`config.mk`:
```
export PLATFORM = sky130hd
export DESIGN_NAME = video_input_and_burst_loop_control
export DESIGN_NICKNAME = d
export VERILOG_FILES = /design/src/verilog/video_ctrl_pkg.sv /design/src/verilog/video_ctrl_if.sv /design/src/verilog/colour_killer.sv /design/src/verilog/input_swap_mux.sv /design/src/verilog/video_input_and_burst_loop_control.sv
export VERILOG_INCLUDE_DIRS = /design/src /design/src/verilog
export SDC_FILE = /design/constraint.sdc
export NUM_CORES = 1
export LEC_CHECK = 0
export BUFFER_PORTS_ARGS = -buffer_cell sky130_fd_sc_hd__buf_2
export CAP_MARGIN = 20
export CORE_UTILIZATION = 50
export CTS_BUF_LIST = sky130_fd_sc_hd__clkbuf_4 sky130_fd_sc_hd__clkbuf_8
export DETAILED_ROUTE_END_ITERATION = 12
export PLACE_DENSITY = 0.8
export RECOVER_POWER = 50
export SYNTH_ARGS = -nofsm -noshare
export SYNTH_HDL_FRONTEND = slang
export SYNTH_SLANG_ARGS = --single-unit
```
`constraint.sdc`:
```
create_clock -name core_clk_in -period 5.7 [get_ports core_clk_in]
set_clock_uncertainty 0.15 [all_clocks]
set_input_delay 1.14 -clock core_clk_in [delete_from_list [all_inputs] [get_ports core_clk_in]]
set_output_delay 1.14 -clock core_clk_in [all_outputs]
set_load 0.02 [all_outputs]
```
`src/verilog/video_ctrl_consts.svh`:
```
`ifndef VIDEO_CTRL_CONSTS_SVH
`define VIDEO_CTRL_CONSTS_SVH
// Register offsets on the control port.
`define IPC_OFFSET 8'h01
`define BLC_OFFSET 8'h02
// Reset values; the top bit of each register is reserved and reads zero.
`define IPC_RESET 8'h00
`define BLC_RESET 8'h00
`define CTRL_WRITE_MASK 8'h7F
// Field positions of the input processor control register.
`define IPC_SWAP 6
`define IPC_EIGHT 5
`define IPC_TIMING_REF_DETECT_ENABLE 4
`define IPC_TIMING_REF_BLANK_ENABLE 3
`define IPC_CINV 2
`define IPC_PRIM 1
`define IPC_CLK 0
// Field positions of the burst loop control register.
`define BLC_PROTO 6
`define BLC_LOCK_HI 5
`define BLC_LOCK_LO 4
`define BLC_BLM 3
`define BLC_COLOUR_KILL_DISABLE 2
`define BLC_BYP 1
`define BLC_CHROMA_INTERPOLATION_ENABLE 0
// Video levels on the 10-bit scale.
`define LUMA_BLANK 10'h040
`define CHROMA_BLANK 10'h200
`define SYNC_TIP 10'h010
// Upper eight bits of the reserved words that open a timing reference.
`define TRS_ONES 8'hFF
`define TRS_ZEROS 8'h00
// Flag bits of the timing reference status word.
`define XYZ_V_BIT 7
`define XYZ_H_BIT 6
// Lines of low burst per field above which colour is killed.
`define KILL_LINE_LIMIT 8'h7F
`define KILL_COUNT_MAX 8'hFF
`endif

```
`src/verilog/video_ctrl_pkg.sv`:
```
`default_nettype none
package video_ctrl_pkg;
    // Global lock modes, coded as the two-bit register field.
    typedef enum logic [1:0] {
        LOCK_LINE = 2'h0,
        LOCK_SUBCARRIER = 2'h1,
        LOCK_PROCESSOR = 2'h2,
        LOCK_D1 = 2'h3
    } lock_mode_t;
    // Progress through the preamble of a timing reference.
    typedef enum logic [1:0] {TRS_IDLE, TRS_ONE, TRS_TWO, TRS_THREE} trs_state_t;
    // Colour killer state.
    typedef struct packed {
        logic [7:0] count;
        logic field_kill;
        logic kill;
    } killer_state_t;
    // Register bank and datapath state.
    typedef struct packed {
        logic [7:0] ipc;
        logic [7:0] blc;
        logic [7:0] rdata;
        logic alt_protocol;
        logic pix_toggle;
        trs_state_t trs;
        logic chroma_phase;
        logic v_prev;
        logic hsync_prev;
        logic vsync_prev;
        logic h_reset;
        logic v_reset;
        logic valid;
        logic [9:0] out_a;
        logic [9:0] out_b;
        logic out_valid;
        logic [9:0] primary;
        logic [9:0] secondary;
        logic [9:0] chroma_prev;
        logic [9:0] chroma;
        logic interp_phase;
    } top_state_t;
endpackage
`default_nettype wire

```
`src/verilog/video_ctrl_if.sv`:
```
`default_nettype none
// Control bits passed from the register bank and the burst pins to the input and killer logic, with the kill result passed back.
interface video_ctrl_if;
    logic swap_sel;
    logic eight_bit;
    logic invert_msb;
    logic chroma_on_a;
    logic field_start;
    logic burst_line;
    logic kill_disable;
    logic [7:0] burst_level;
    logic [7:0] threshold;
    logic kill;
    modport ctrl (output swap_sel, eight_bit, invert_msb, chroma_on_a, field_start,
                  burst_line, kill_disable, burst_level, threshold, input kill);
    modport mux (input swap_sel, eight_bit, invert_msb, chroma_on_a);
    modport killer (input field_start, burst_line, kill_disable, burst_level, threshold,
                    output kill);
endinterface
`default_nettype wire

```
`src/verilog/colour_killer.sv`:
```
`default_nettype none
`include "video_ctrl_consts.svh"
module colour_killer
    import video_ctrl_pkg::*;
(
    // Clock and reset.
    input wire logic core_clk_in,
    input wire logic rst_in,
    // Burst measurements and kill decision.
    video_ctrl_if.killer ctl
);
    killer_state_t s_r; // Registered state.
    killer_state_t s_nxt; // Next state.

    // Count low-burst lines through a field and judge at the field boundary.
    always_comb
    begin
        s_nxt = s_r;
        if (ctl.burst_line && (ctl.burst_level < ctl.threshold)
            && (s_r.count != `KILL_COUNT_MAX))
        begin
            // The count saturates so a long field cannot wrap below the limit.
            s_nxt.count = s_r.count + 8'h01;
        end
        if (ctl.field_start)
        begin
            // The verdict on the field just ended governs the whole next field.
            s_nxt.field_kill = (s_r.count > `KILL_LINE_LIMIT);
            s_nxt.count = 8'h00;
        end
        // The disable bit overrides any verdict at once.
        s_nxt.kill = s_nxt.field_kill & ~ctl.kill_disable;
    end

    // State register.
    always_ff @(posedge core_clk_in)
    begin
        if (rst_in)
        begin
            s_r <= '0;
        end
        else
        begin
            s_r <= s_nxt;
        end
    end

    assign ctl.kill = s_r.kill;
endmodule
`default_nettype wire

```
`src/verilog/input_swap_mux.sv`:
```
`default_nettype none
module input_swap_mux (
    // Control from the register bank.
    video_ctrl_if.mux ctl,
    // Raw input buses.
    input wire logic [9:0] video_bus_a_in,
    input wire logic [9:0] video_bus_b_in,
    // Routed internal paths.
    output logic [9:0] internal_path_a_out,
    output logic [9:0] internal_path_b_out
);
    // Routing, truncation and sign inversion are pure wiring, so no state.
    always_comb
    begin
        internal_path_a_out = ctl.swap_sel ? video_bus_b_in : video_bus_a_in;
        internal_path_b_out = ctl.swap_sel ? video_bus_a_in : video_bus_b_in;
        if (ctl.eight_bit)
        begin
            // Both buses lose their two bottom bits before anything looks at them.
            internal_path_a_out[1:0] = 2'h0;
            internal_path_b_out[1:0] = 2'h0;
        end
        if (ctl.invert_msb)
        begin
            // Path B always carries chroma; path A only on D1 chroma slots.
            internal_path_b_out[9] = ~internal_path_b_out[9];
            if (ctl.chroma_on_a)
            begin
                internal_path_a_out[9] = ~internal_path_a_out[9];
            end
        end
    end
endmodule
`default_nettype wire

```
`src/verilog/video_input_and_burst_loop_control.sv`:
```
`default_nettype none
`include "video_ctrl_consts.svh"
module video_input_and_burst_loop_control
    import video_ctrl_pkg::*;
(
    // Clock and reset.
    input wire logic core_clk_in,
    input wire logic rst_in,
    // Control port.
    input wire logic [7:0] reg_addr_in,
    input wire logic [7:0] reg_wdata_in,
    input wire logic reg_write_in,
    input wire logic reg_read_in,
    output logic [7:0] reg_rdata_out,
    // Video input.
    input wire logic [9:0] video_bus_a_in,
    input wire logic [9:0] video_bus_b_in,
    input wire logic hsync_in,
    input wire logic vsync_in,
    // Burst measurement.
    input wire logic [7:0] burst_level_in,
    input wire logic burst_line_in,
    input wire logic [7:0] burst_threshold_value_in,
    // Input processor outputs.
    output logic [9:0] input_proc_out_a_out,
    output logic [9:0] input_proc_out_b_out,
    output logic proc_valid_out,
    // Decoder inputs.
    output logic [9:0] primary_out,
    output logic [9:0] secondary_out,
    output logic [9:0] chroma_out,
    output logic decoder_valid_out,
    // Timing resets.
    output logic h_reset_out,
    output logic v_reset_out,
    // Mode outputs.
    output logic [1:0] lock_mode_out,
    output logic input_device_protocol_out,
    output logic burst_loop_lock_mode_out,
    output logic clock_type_select_out,
    output logic demodulator_bypass_out,
    output logic chroma_interpolation_enable_out,
    output logic colour_kill_out
);
    top_state_t s_r; // Registered state.
    top_state_t s_nxt; // Next state.

    video_ctrl_if ctl (); // Control bundle to the submodules.

    logic [9:0] internal_path_a; // Routed path A.
    logic [9:0] internal_path_b; // Routed path B.
    logic pix_en; // One sample per enable.
    logic d1_mode; // D1 lock mode selected.
    logic d2_mode; // Subcarrier-locked composite selected.
    logic is_ones; // Path A holds an all-ones word.
    logic is_zeros; // Path A holds an all-zeros word.
    logic is_ref_word; // Path A holds a reference or ancillary word.
    logic trs_found; // Status word of a reference on path A.
    logic h_flag; // Horizontal flag of the status word.
    logic v_flag; // Vertical flag of the status word.
    logic [9:0] chroma_src; // Chroma sample feeding the chroma output.
    logic [10:0] chroma_sum; // Sum of two neighbouring chroma samples.

    // Settings move to the submodules straight from the registers; burst line, level and threshold come straight from the pins.
    assign ctl.swap_sel = s_r.ipc[`IPC_SWAP];
    assign ctl.eight_bit = s_r.ipc[`IPC_EIGHT];
    assign ctl.invert_msb = s_r.ipc[`IPC_CINV];
    assign ctl.chroma_on_a = d1_mode & s_r.chroma_phase;
    assign ctl.field_start = s_r.v_reset;
    assign ctl.burst_line = burst_line_in;
    assign ctl.burst_level = burst_level_in;
    assign ctl.threshold = burst_threshold_value_in;
    assign ctl.kill_disable = s_r.blc[`BLC_COLOUR_KILL_DISABLE];

    // Routing, truncation and sign inversion.
    input_swap_mux u_mux (
        .ctl (ctl.mux),
        .video_bus_a_in (video_bus_a_in),
        .video_bus_b_in (video_bus_b_in),
        .internal_path_a_out (internal_path_a),
        .internal_path_b_out (internal_path_b)
    );

    // Low-burst line counting and field kill.
    colour_killer u_killer (
        .core_clk_in (core_clk_in),
        .rst_in (rst_in),
        .ctl (ctl.killer)
    );

    // Word classification on path A, shared by detection and blanking.
    always_comb
    begin
        d1_mode = (s_r.blc[`BLC_LOCK_HI:`BLC_LOCK_LO] == LOCK_D1);
        d2_mode = (s_r.blc[`BLC_LOCK_HI:`BLC_LOCK_LO] == LOCK_SUBCARRIER);
        // Only the top eight bits are compared so eight-bit sources match too.
        is_ones = (internal_path_a[9:2] == `TRS_ONES);
        is_zeros = (internal_path_a[9:2] == `TRS_ZEROS);
        trs_found = (s_r.trs == TRS_THREE);
        is_ref_word = is_ones | is_zeros | trs_found;
        h_flag = internal_path_a[`XYZ_H_BIT];
        v_flag = internal_path_a[`XYZ_V_BIT];
        // A line-locked clock runs at twice the sample rate, so take every other edge.
        pix_en = ~s_r.ipc[`IPC_CLK] | s_r.pix_toggle;
        chroma_src = s_r.ipc[`IPC_PRIM] ? s_r.out_a : s_r.out_b;
        chroma_sum = {1'b0, s_r.chroma_prev} + {1'b0, chroma_src};
    end

    // Next-state logic for the registers and the datapath.
    always_comb
    begin
        s_nxt = s_r;
        s_nxt.h_reset = 1'b0;
        s_nxt.v_reset = 1'b0;

        // Writes land at this edge and steer the datapath from the next one.
        if (reg_write_in)
        begin
            if (reg_addr_in == `IPC_OFFSET)
            begin
                // The reserved top bit is not stored, so it always reads zero.
                s_nxt.ipc = reg_wdata_in & `CTRL_WRITE_MASK;
            end
            else if (reg_addr_in == `BLC_OFFSET)
            begin
                s_nxt.blc = reg_wdata_in & `CTRL_WRITE_MASK;
            end
        end

        // Reads answer one clock later; unmapped offsets read as zero.
        if (reg_read_in)
        begin
            if (reg_addr_in == `IPC_OFFSET)
            begin
                s_nxt.rdata = s_r.ipc;
            end
            else if (reg_addr_in == `BLC_OFFSET)
            begin
                s_nxt.rdata = s_r.blc;
            end
            else
            begin
                s_nxt.rdata = 8'h00;
            end
        end

        // The alternative protocol is offered only in processor lock mode.
        s_nxt.alt_protocol = s_r.blc[`BLC_PROTO]
                             & (s_r.blc[`BLC_LOCK_HI:`BLC_LOCK_LO] == LOCK_PROCESSOR);

        // Sample enable divider for line-locked clocks.
        s_nxt.pix_toggle = s_r.ipc[`IPC_CLK] ? ~s_r.pix_toggle : 1'b1;
        s_nxt.valid = pix_en;

        // Sync pin history is sampled every clock whichever source is chosen.
        s_nxt.hsync_prev = hsync_in;
        s_nxt.vsync_prev = vsync_in;
        if (!s_r.ipc[`IPC_TIMING_REF_DETECT_ENABLE])
        begin
            // Pin timing only; embedded references are ignored.
            s_nxt.h_reset = hsync_in & ~s_r.hsync_prev;
            s_nxt.v_reset = vsync_in & ~s_r.vsync_prev;
        end

        if (pix_en)
        begin
            // Walk the all-ones, zeros, zeros preamble on path A.
            unique case (s_r.trs)
                TRS_IDLE:
                begin
                    s_nxt.trs = is_ones ? TRS_ONE : TRS_IDLE;
                end
                TRS_ONE:
                begin
                    s_nxt.trs = is_zeros ? TRS_TWO : (is_ones ? TRS_ONE : TRS_IDLE);
                end
                TRS_TWO:
                begin
                    s_nxt.trs = is_zeros ? TRS_THREE : (is_ones ? TRS_ONE : TRS_IDLE);
                end
                TRS_THREE:
                begin
                    // The status word ends the preamble whatever it holds.
                    s_nxt.trs = TRS_IDLE;
                end
            endcase

            // Status word: restart the D1 slot count and, if chosen, the timing.
            if (trs_found)
            begin
                s_nxt.chroma_phase = 1'b1;
                if (s_r.ipc[`IPC_TIMING_REF_DETECT_ENABLE])
                begin
                    // Line end sets the horizontal reset, rising vertical the field reset.
                    s_nxt.h_reset = h_flag;
                    s_nxt.v_reset = h_flag & v_flag & ~s_r.v_prev;
                    s_nxt.v_prev = h_flag ? v_flag : s_r.v_prev;
                end
            end
            else
            begin
                // D1 alternates colour difference and luma slots on path A.
                s_nxt.chroma_phase = ~s_r.chroma_phase;
            end

            // Input processor outputs, blanked over reference words when asked.
            s_nxt.out_a = internal_path_a;
            s_nxt.out_b = internal_path_b;
            if (s_r.ipc[`IPC_TIMING_REF_BLANK_ENABLE] && is_ref_word)
            begin
                if (d2_mode)
                begin
                    // Composite at four times subcarrier has no separate blank level.
                    s_nxt.out_a = `SYNC_TIP;
                end
                else if (d1_mode && s_r.chroma_phase)
                begin
                    s_nxt.out_a = `CHROMA_BLANK;
                end
                else
                begin
                    s_nxt.out_a = `LUMA_BLANK;
                end
                s_nxt.out_b = `CHROMA_BLANK;
            end
        end

        // Decoder stage: choose primary and secondary, then shape chroma.
        s_nxt.out_valid = s_r.valid;
        if (s_r.valid)
        begin
            if (s_r.ipc[`IPC_PRIM])
            begin
                s_nxt.primary = s_r.out_b;
                s_nxt.secondary = s_r.out_a;
            end
            else
            begin
                s_nxt.primary = s_r.out_a;
                s_nxt.secondary = s_r.out_b;
            end
            s_nxt.chroma_prev = chroma_src;
            s_nxt.interp_phase = ~s_r.interp_phase;
            if (s_r.blc[`BLC_BYP])
            begin
                // Bypass wins over everything so the sample reaches the output untouched.
                s_nxt.chroma = chroma_src;
            end
            else if (ctl.kill)
            begin
                s_nxt.chroma = `CHROMA_BLANK;
            end
            else if (s_r.blc[`BLC_CHROMA_INTERPOLATION_ENABLE] && s_r.interp_phase)
            begin
                // Missing samples take the mean of their neighbours; cheap, not a full filter.
                s_nxt.chroma = chroma_sum[10:1];
            end
            else
            begin
                s_nxt.chroma = chroma_src;
            end
        end
    end

    // State register; the bank has no documented reset value, so it clears.
    always_ff @(posedge core_clk_in)
    begin
        if (rst_in)
        begin
            s_r <= '0;
            s_r.ipc <= `IPC_RESET;
            s_r.blc <= `BLC_RESET;
        end
        else
        begin
            s_r <= s_nxt;
        end
    end

    // Every output is a register bit.
    assign reg_rdata_out = s_r.rdata;
    assign input_proc_out_a_out = s_r.out_a;
    assign input_proc_out_b_out = s_r.out_b;
    assign proc_valid_out = s_r.valid;
    assign primary_out = s_r.primary;
    assign secondary_out = s_r.secondary;
    assign chroma_out = s_r.chroma;
    assign decoder_valid_out = s_r.out_valid;
    assign h_reset_out = s_r.h_reset;
    assign v_reset_out = s_r.v_reset;
    assign lock_mode_out = s_r.blc[`BLC_LOCK_HI:`BLC_LOCK_LO];
    assign input_device_protocol_out = s_r.alt_protocol;
    assign burst_loop_lock_mode_out = s_r.blc[`BLC_BLM];
    assign clock_type_select_out = s_r.ipc[`IPC_CLK];
    assign demodulator_bypass_out = s_r.blc[`BLC_BYP];
    assign chroma_interpolation_enable_out = s_r.blc[`BLC_CHROMA_INTERPOLATION_ENABLE];
    assign colour_kill_out = ctl.kill;
endmodule
`default_nettype wire
```
* After elaboration in Yosys (flattened, before gate mapping) *
Cells that the tools add are included.

word-level totals
  flip-flop bits (word level) = 105
  input bits = 59
  output and inout bits = 70
  word-level logic and storage cells = 98

cells by class
  add/sub/neg operators = 2
  order comparisons = 2
  eq/ne operators = 10
  multiplexer cells = 28
  bitwise logic cells = 21
  reduce and logical (&&, ||, !) cells = 11

operators by type and width
  kind                   number
  $mux W10               8
  $mux W20               2
  $mux W2                8
  $mux W7                2
  $add A10 B10 Y11       1
  $not A1 Y1             11
  $add A8 B1 Y8 const B  1
  $eq A2 B2 Y1 const B   4
  $eq A8 B1 Y1 const B   1
  $eq A8 B2 Y1 const B   1
  $eq A8 B8 Y1 const B   1
  $gt A8 B7 Y1 const B   1
  $logic_not A8 Y1       1
  $lt A8 B8 Y1           1
  $ne A8 B8 Y1 const B   1
  $pmux W2 S4            1
  $and A1 B1 Y1          7
  $mux W1                7
  $logic_and A1 B1 Y1    5
  $eq A2 B1 Y1 const B   2
  $reduce_and A4 Y1      1
  $or A1 B1 Y1           3
  $reduce_and A3 Y1      1
  $logic_not A2 Y1       1
  2 further kinds        2

* Logic depth before layout (Yosys ltp) *
Gate-level depths: netlist of run 1.

  depth in word-level cells = 9
  mapped depth = 11
  depth with buffers taken out = 9

* Modules after synthesis *
From an unflattened synthesis of run 1, not the netlist that was laid out.

second synthesis, totals
  cell total of the unflattened synthesis = 634
  area total of the unflattened synthesis = 5417.7 µm²

modules (own cells, without submodules)
  module                              times used  cells each  area each (µm²)  seq. area each (µm²)
  video_input_and_burst_loop_control  1           526         4458.0           1681.6
  colour_killer                       1           79          686.9            200.2
  input_swap_mux                      1           29          272.8            0.0

* Worst setup path after synthesis of run 1 *
OpenSTA, ideal clock, no wires.

  path type = input to register
  start point = in burst_threshold_value_in[5]
  end point = reg u_killer.s_r[8] (netlist bit)
  library setup time = 124 ps
  arrival = 2731 ps
  required time = 5426 ps
  setup slack = 2695 ps
  stages on the path = 8
  buffers on the path = 0
  cells stage by stage = inv_1 > ha_1 > a21o_1 > a21o_1 > a221o_1 > a2111oi_0 > xnor2_1 > nor2_1

between the ends
  cells in the longest elaborated chain, start to end = 3

ends and longest elaborated chain
  element                            line                                      RTL
  start, declared                    video_input_and_burst_loop_control.sv:23  input wire logic [7:0] burst_threshold_value_in,
  $lt A8 B8 Y1                       colour_killer.sv:19                       if (ctl.burst_line && (ctl.burst_level < ctl.threshold)
  $logic_and A1 B1 Y1 (2 in series)  colour_killer.sv:19
  end signal, assigned               colour_killer.sv:44                       s_r <= s_nxt;
  end, declared                      colour_killer.sv:12                       killer_state_t s_r;

No other way between the ends.
A chain may end at the register's enable or synchronous reset.

==> metrics.txt, run 1 <==
initial antenna violation count=0; Register Area=1880 µm²; syn nets=between 600 and 700; Hold Buf Count CTS=0; CTS tree=built; Max VDD drop=0.111 mV; IO Pins=around 130; Pins Over Slew Limit=37; initial DRC count=between 150 and 200; power per cell area=approximately 240 nW/µm²; cell area after synthesis=5140 µm²; Hold Violations, Final=0; Multi-input gate area=2620 µm²; final WL=12.0 mm; Sink Count=94; vias=4,429; Post-DRT Antenna Nets=0; final setup vio count=0; # nets final=between 700 and 800; min cycle time layout=approximately 3600 ps; actual slew at the worst max-slew pin=1590 ps; Synth Instances=611; Netlist cell types=between 50 and 60; largest net degree at the start of global routing=42; Crit Path Class=primary input to flip-flop; Fin Setup TNS=0 ps; status=finished with violations; CTS Root Buffer Type=clkbuf_8; count of maximum capacitance violations=1; Die X=~100 µm; n_diodes=0; Final period util=63.3%; worst min-delay path category=flip-flop to flip-flop; CP Max Fanout=38; critical path arrival=around 3700 ps; starting density of the core=~52%; die area=around 11,000 µm²; sequential cell area fraction in the yosys report=36.6%; Fmax=around 280 MHz; RSZ-0062 raised after global routing=false; global-route wire length before repair=19.0 mm; post-cts resize count=0; GPL Wtd Cong=roughly 0.90; Synth Warn #=0; drt first pass iters=4; post-layout util=between 50% and 60%; Longest Clk Path Bufs=2; clock latency on the worst-skew pair=roughly 370 ps; failing checks=max-capacitance violations, max-slew violations; layout cells sized above 1=between 15 and 20%; DRC=0; most frequent cells in the layout=dfxtp_1, buf_2, nor2_1, clkbuf_1, nand2_1; fillcell total=between 900 and 1,000; FFs w/ async S/R, synth=0%; Slew headroom=-5.67%; grt ovf=0; Synth Register Bits=94; Avg WL per Cell=roughly 15 µm; CP startpoint kind=primary input; vias per inst=5.51; vias in the first global route=4,037; core area=around 9900 µm²; area grow syn2layout=7.59%; Leak=between 0.002 and 0.0025 µW; Req. time, crit path=~5800 ps; setup bufs post-CTS=0; die height=103 µm; H-Tree Depth=3; prevailing post-synth register cell=dfxtp_1; most common cell after layout, fill and taps aside=dfxtp_1; Final Total Pwr=around 1300 µW; number of port buffers=126; EDFF count, synth=0; Rows=36; crit end category=flip-flop; HPWL Detailed=about 9.1 mm; Overall Global Routing Usage=around a quarter; clock slew at reported path FFs=around 90 ps; Inserted Clock Buffers=9; post-synthesis area per instance=about 8.4 µm²
-- report_power, final --
| group | switching [µW] | internal (µW) |
|---|---|---|
| Clock | 236 | 169 |
| Combinational | 121 | 74.2 |
| Sequential | 22.5 | 684 |
| Total | 379 | 927 |
-- path summary, 6_finish.rpt --
check | from | to | slack, ps | cells past startpoint
min reg2reg | s_r[71] | s_r[71] | 320 | 1
min | s_r[71] | s_r[71] | 320 | 1
max reg2reg | s_r[90] | chroma_out[7] | 2360 | 10
max | rst_in | input_proc_out_a_out[1] | 2090 | 6
-- state kept, by name, summed over array words and instances (netlist names), 2 cells and up --
signal,count
reg_rdata_out,7
secondary_out,10
primary_out,10
u_killer.s_r,9
chroma_out,10
s_r,12
input_proc_out_b_out,10
input_proc_out_a_out,10
lock_mode_out,2
-- cells in the mapped netlist (8+ instances only) --
cell type  instances  area [µm²]
clkbuf_1          16        60.1
xnor2_1            9        78.8
nor2_1            69         259
mux2i_1           35         350
dfxtp_1           94        1880
inv_1             20        75.1
ha_1              17         213
buf_2              8        40.0
o21ai_1           11        55.1
nand2_1           46         173
nor3_1            16        80.1
mux2_2             8        90.1
a22oi_1           12        90.1
a211oi_1          31         233
a21oi_1           34         170
o21ai_0           14        70.1
nand3_1           25         125
buf_4             60         450
-- kinds of logic (layout without fill, tap and decap cells) --
kind of cell    count (synthesis)  count (layout)  share of synthesized area [%]
mux                            44              44                           8.83
xor+xnor                       13              13                           2.21
buf+inv                       109             169                           12.5
other cells                     1               1                         0.0729
flops                          94              94                           36.6
fa+ha+maj                      18              18                           4.52
compound gates                135             135                           17.5
simple gates                  197             197                           17.8
-- through the flow --
stage / hold WS (ps) / cells / cell area (µm²) / setup slack (ps)
finish: 316 / 804 / 5540 / 2090
floorplan: 275 / 611 / 5140 / 2690
global placement: 285 / 788 / 5420 / 2400
global route: 348 / 804 / 5540 / 1860
CTS: 320 / 804 / 5600 / 2370
detailed placement: 307 / 788 / 5420 / 2390
-- worst max-delay path, stage by stage --
cell and delay [ps]:
clkbuf_1 1120, buf_4 540, nand2b_1 200, a2111o_1 390, nor2_2 110, a22o_1 210
-- layer usage --
layer	track usage (%)	vias to the layer above	share of wire, %
met5	0	-	0
met4	10.8	0	2.5
met3	4.50	27	6.1
met2	38.6	146	49
met1	29.3	2042	43
li1	-	2214	-
-- final cells by class --
cell class	instances	area share, %
Multi-Input combinational cell	408	47.3
Inverter	21	1.42
Clock inverter	5	0.656
Timing Repair Buffer	132	11.1
Clock buffer	11	2.51
Tap cell	133	3.01
Sequential cell	94	34.0
No activity file was read; power rests on OpenSTA's default activity.
==> inputs of run 2 (changes only) <==
- ABC_AREA: unset -> 1
- PLACE_DENSITY: 0.8 -> 0.79
- clock period: 5.7 -> 3.5 ns (I/O delays scaled with it)
==> metrics.txt, run 2 <==
most common cell in the netlist=nand2_1; die height=106 µm (+2.7%); Final Total Pwr=2240 µW (+71%); vias per inst=5.19 (-5.8%); RSZ-0062 raised after global routing=false; min cycle time layout=~2800 ps; Synth Instances=801 (+31%); initial DRC count=269 (+74%); Fin Setup TNS=0 ps (unchanged); Rows=37 (+2.8%); # nets final=932 (+25%); Req. time, crit path=3620 ps (-2200 ps); vias=5,167 (+17%); FFs w/ async S/R, synth=0% (unchanged); starting density of the core=52.2% (about the same); worst min-delay path category=flip-flop to flip-flop; final WL=13.1 mm (+8.4%); most common cell after layout, fill and taps aside=nand2_1; area grow syn2layout=7.11%; Largest Register=s_r; power per cell area=384 nW/µm² (+63%); Longest Clk Path Bufs=2 (unchanged); Crit Path Class=flip-flop to flip-flop; grt ovf=0 (unchanged); clock latency on the worst-skew pair=370 ps (about the same); top cells by area, synth=dfxtp_1, nand2_1, buf_4, a21oi_1, o21ai_0; layout cells sized above 1=12.8% (-4.3 points); critical path arrival=2880 ps (-850 ps); Fmax=about 360 MHz; Pins Over Slew Limit=33 (-11%); Sink Count=94 (unchanged); setup bufs post-CTS=0 (unchanged); Max VDD drop=0.166 mV (+49%); Hold Buf Count CTS=0 (unchanged); count of maximum capacitance violations=1 (unchanged); clock slew at reported path FFs=90 ps (about the same); global-route wire length before repair=21.5 mm (+13%); actual slew at the worst max-slew pin=1550 ps (-38.1 ps); status=finished with violations; max reg flops=12 (unchanged); CP Max Fanout=14 (-63%); sequential cell area fraction in the yosys report=34.6% (-2.0 points); IO Pins=129 (unchanged); post-synth top area share=34.6% (-2.0 points); Hold Violations, Final=0 (unchanged); HPWL Detailed=9.85 mm (+8.1%); post-synth top area cell=dfxtp_1; Leak=0.00281 µW (+29%); vias in the first global route=4,598 (+14%); post-layout util=55.9% (-0.21 points); fillcell total=1,060 (+15%); Register Area=1880 µm² (unchanged); Post-DRT Antenna Nets=0 (unchanged); core area=10,400 µm² (+5.6%); Slew headroom=-3.13% (+2.5 points); Avg WL per Cell=13.1 µm (-12%); CTS Root Buffer Type=clkbuf_8; GPL Wtd Cong=0.916 (+2.0%); post-synthesis area per instance=6.79 µm² (-19%); Die X=106 µm (+2.7%); Netlist cell types=40 (-29%); Multi-input gate area=2640 µm² (+0.76%); CP startpoint kind=flip-flop; number of port buffers=126 (unchanged); EDFF count, synth=0 (unchanged); Post-synth top cells=nand2_1, dfxtp_1, inv_1; DRC=0 (unchanged); prevailing post-synth register cell=dfxtp_1; n_diodes=0 (unchanged); most frequent cells in the layout=nand2_1, dfxtp_1, inv_1, buf_2; post-cts resize count=0 (unchanged); H-Tree Depth=3 (unchanged); Overall Global Routing Usage=23.8% (+0.44 points); Synth Warn #=0 (unchanged); initial antenna violation count=0 (unchanged); syn nets=878 (+28%); largest net degree at the start of global routing=35 (-17%); crit end category=flip-flop; CTS tree=built; drt first pass iters=5 (+1); die area=11,300 µm² (+5.6%); failing checks=max-capacitance violations, max-slew violations; Final period util=between 70% and 80%; final setup vio count=0 (unchanged); Synth Register Bits=94 (unchanged); cell area after synthesis=5440 µm² (+5.7%); Inserted Clock Buffers=9 (unchanged)
## run 2: stage by stage
step	hold slack, ps	cell area [µm²]	setup WS [ps]	instances
after floorplan	274	5440	1160	801
after global placement	284	5690	802	980
after detailed placement	298	5690	773	980
after CTS	310	5890	764	996
after global routing	326	5820	474	996
final	308	5820	744	996
## run 2: kinds of logic (layout without fill, tap and decap cells)
| family | count (synthesis) | count (layout) | share of synthesized area [%] |
|---|---|---|---|
| xor+xnor | 9 | 9 | 1.45 |
| simple gates | 338 | 338 | 26.1 |
| compound gates | 167 | 167 | 16.7 |
| buf+inv | 174 | 233 | 16.8 |
| flops | 94 | 94 | 34.6 |
| other cells | 1 | 1 | 0.0690 |
| fa+ha+maj | 18 | 18 | 4.28 |
## run 2: area by class of cell
| cell class | count | share of cell area, % |
|---|---|---|
| multi-input combinational | 533 | 45.3 |
| inverter | 84 | 5.41 |
| clock inverter | 3 | 0.752 |
| clock buffer | 13 | 2.75 |
| sequential | 94 | 32.3 |
| tap | 136 | 2.92 |
| timing repair buffer | 133 | 10.5 |
## run 2: routing by layer
layer	share of wire, %	global-route usage, %	up-vias
met1	46	31.0	2356
met5	0	0	-
met2	46	39.4	154
li1	-	-	2637
met3	5.5	3.43	20
met4	2.5	9.33	0
## run 2: path summary, 6_finish.rpt
check / startpoint / end / slack, ps / cells after the start
max: s_r[90] / chroma_out[8] / 740 / 12
min: s_r[67] / s_r[67] / 310 / 2
max reg2reg: s_r[90] / chroma_out[8] / 740 / 12
min reg2reg: s_r[67] / s_r[67] / 310 / 2
## run 2: critical path, stage by stage, from the launching register on
cell and delay [ps]:
dfxtp_1 520, inv_1 300, buf_4 250, o21ai_0 380
ha_1 370, a21oi_1 130, o21ai_0 90, a21oi_1 160
nand2_1 70, nand2_1 60, nand3_1 60, nand2_1 70
nand2_1 40
## run 2: power breakdown
group          internal, µW  switching, µW
Sequential             1110           37.5
Combinational           117            220
Clock                   375            372
Total                  1610            630
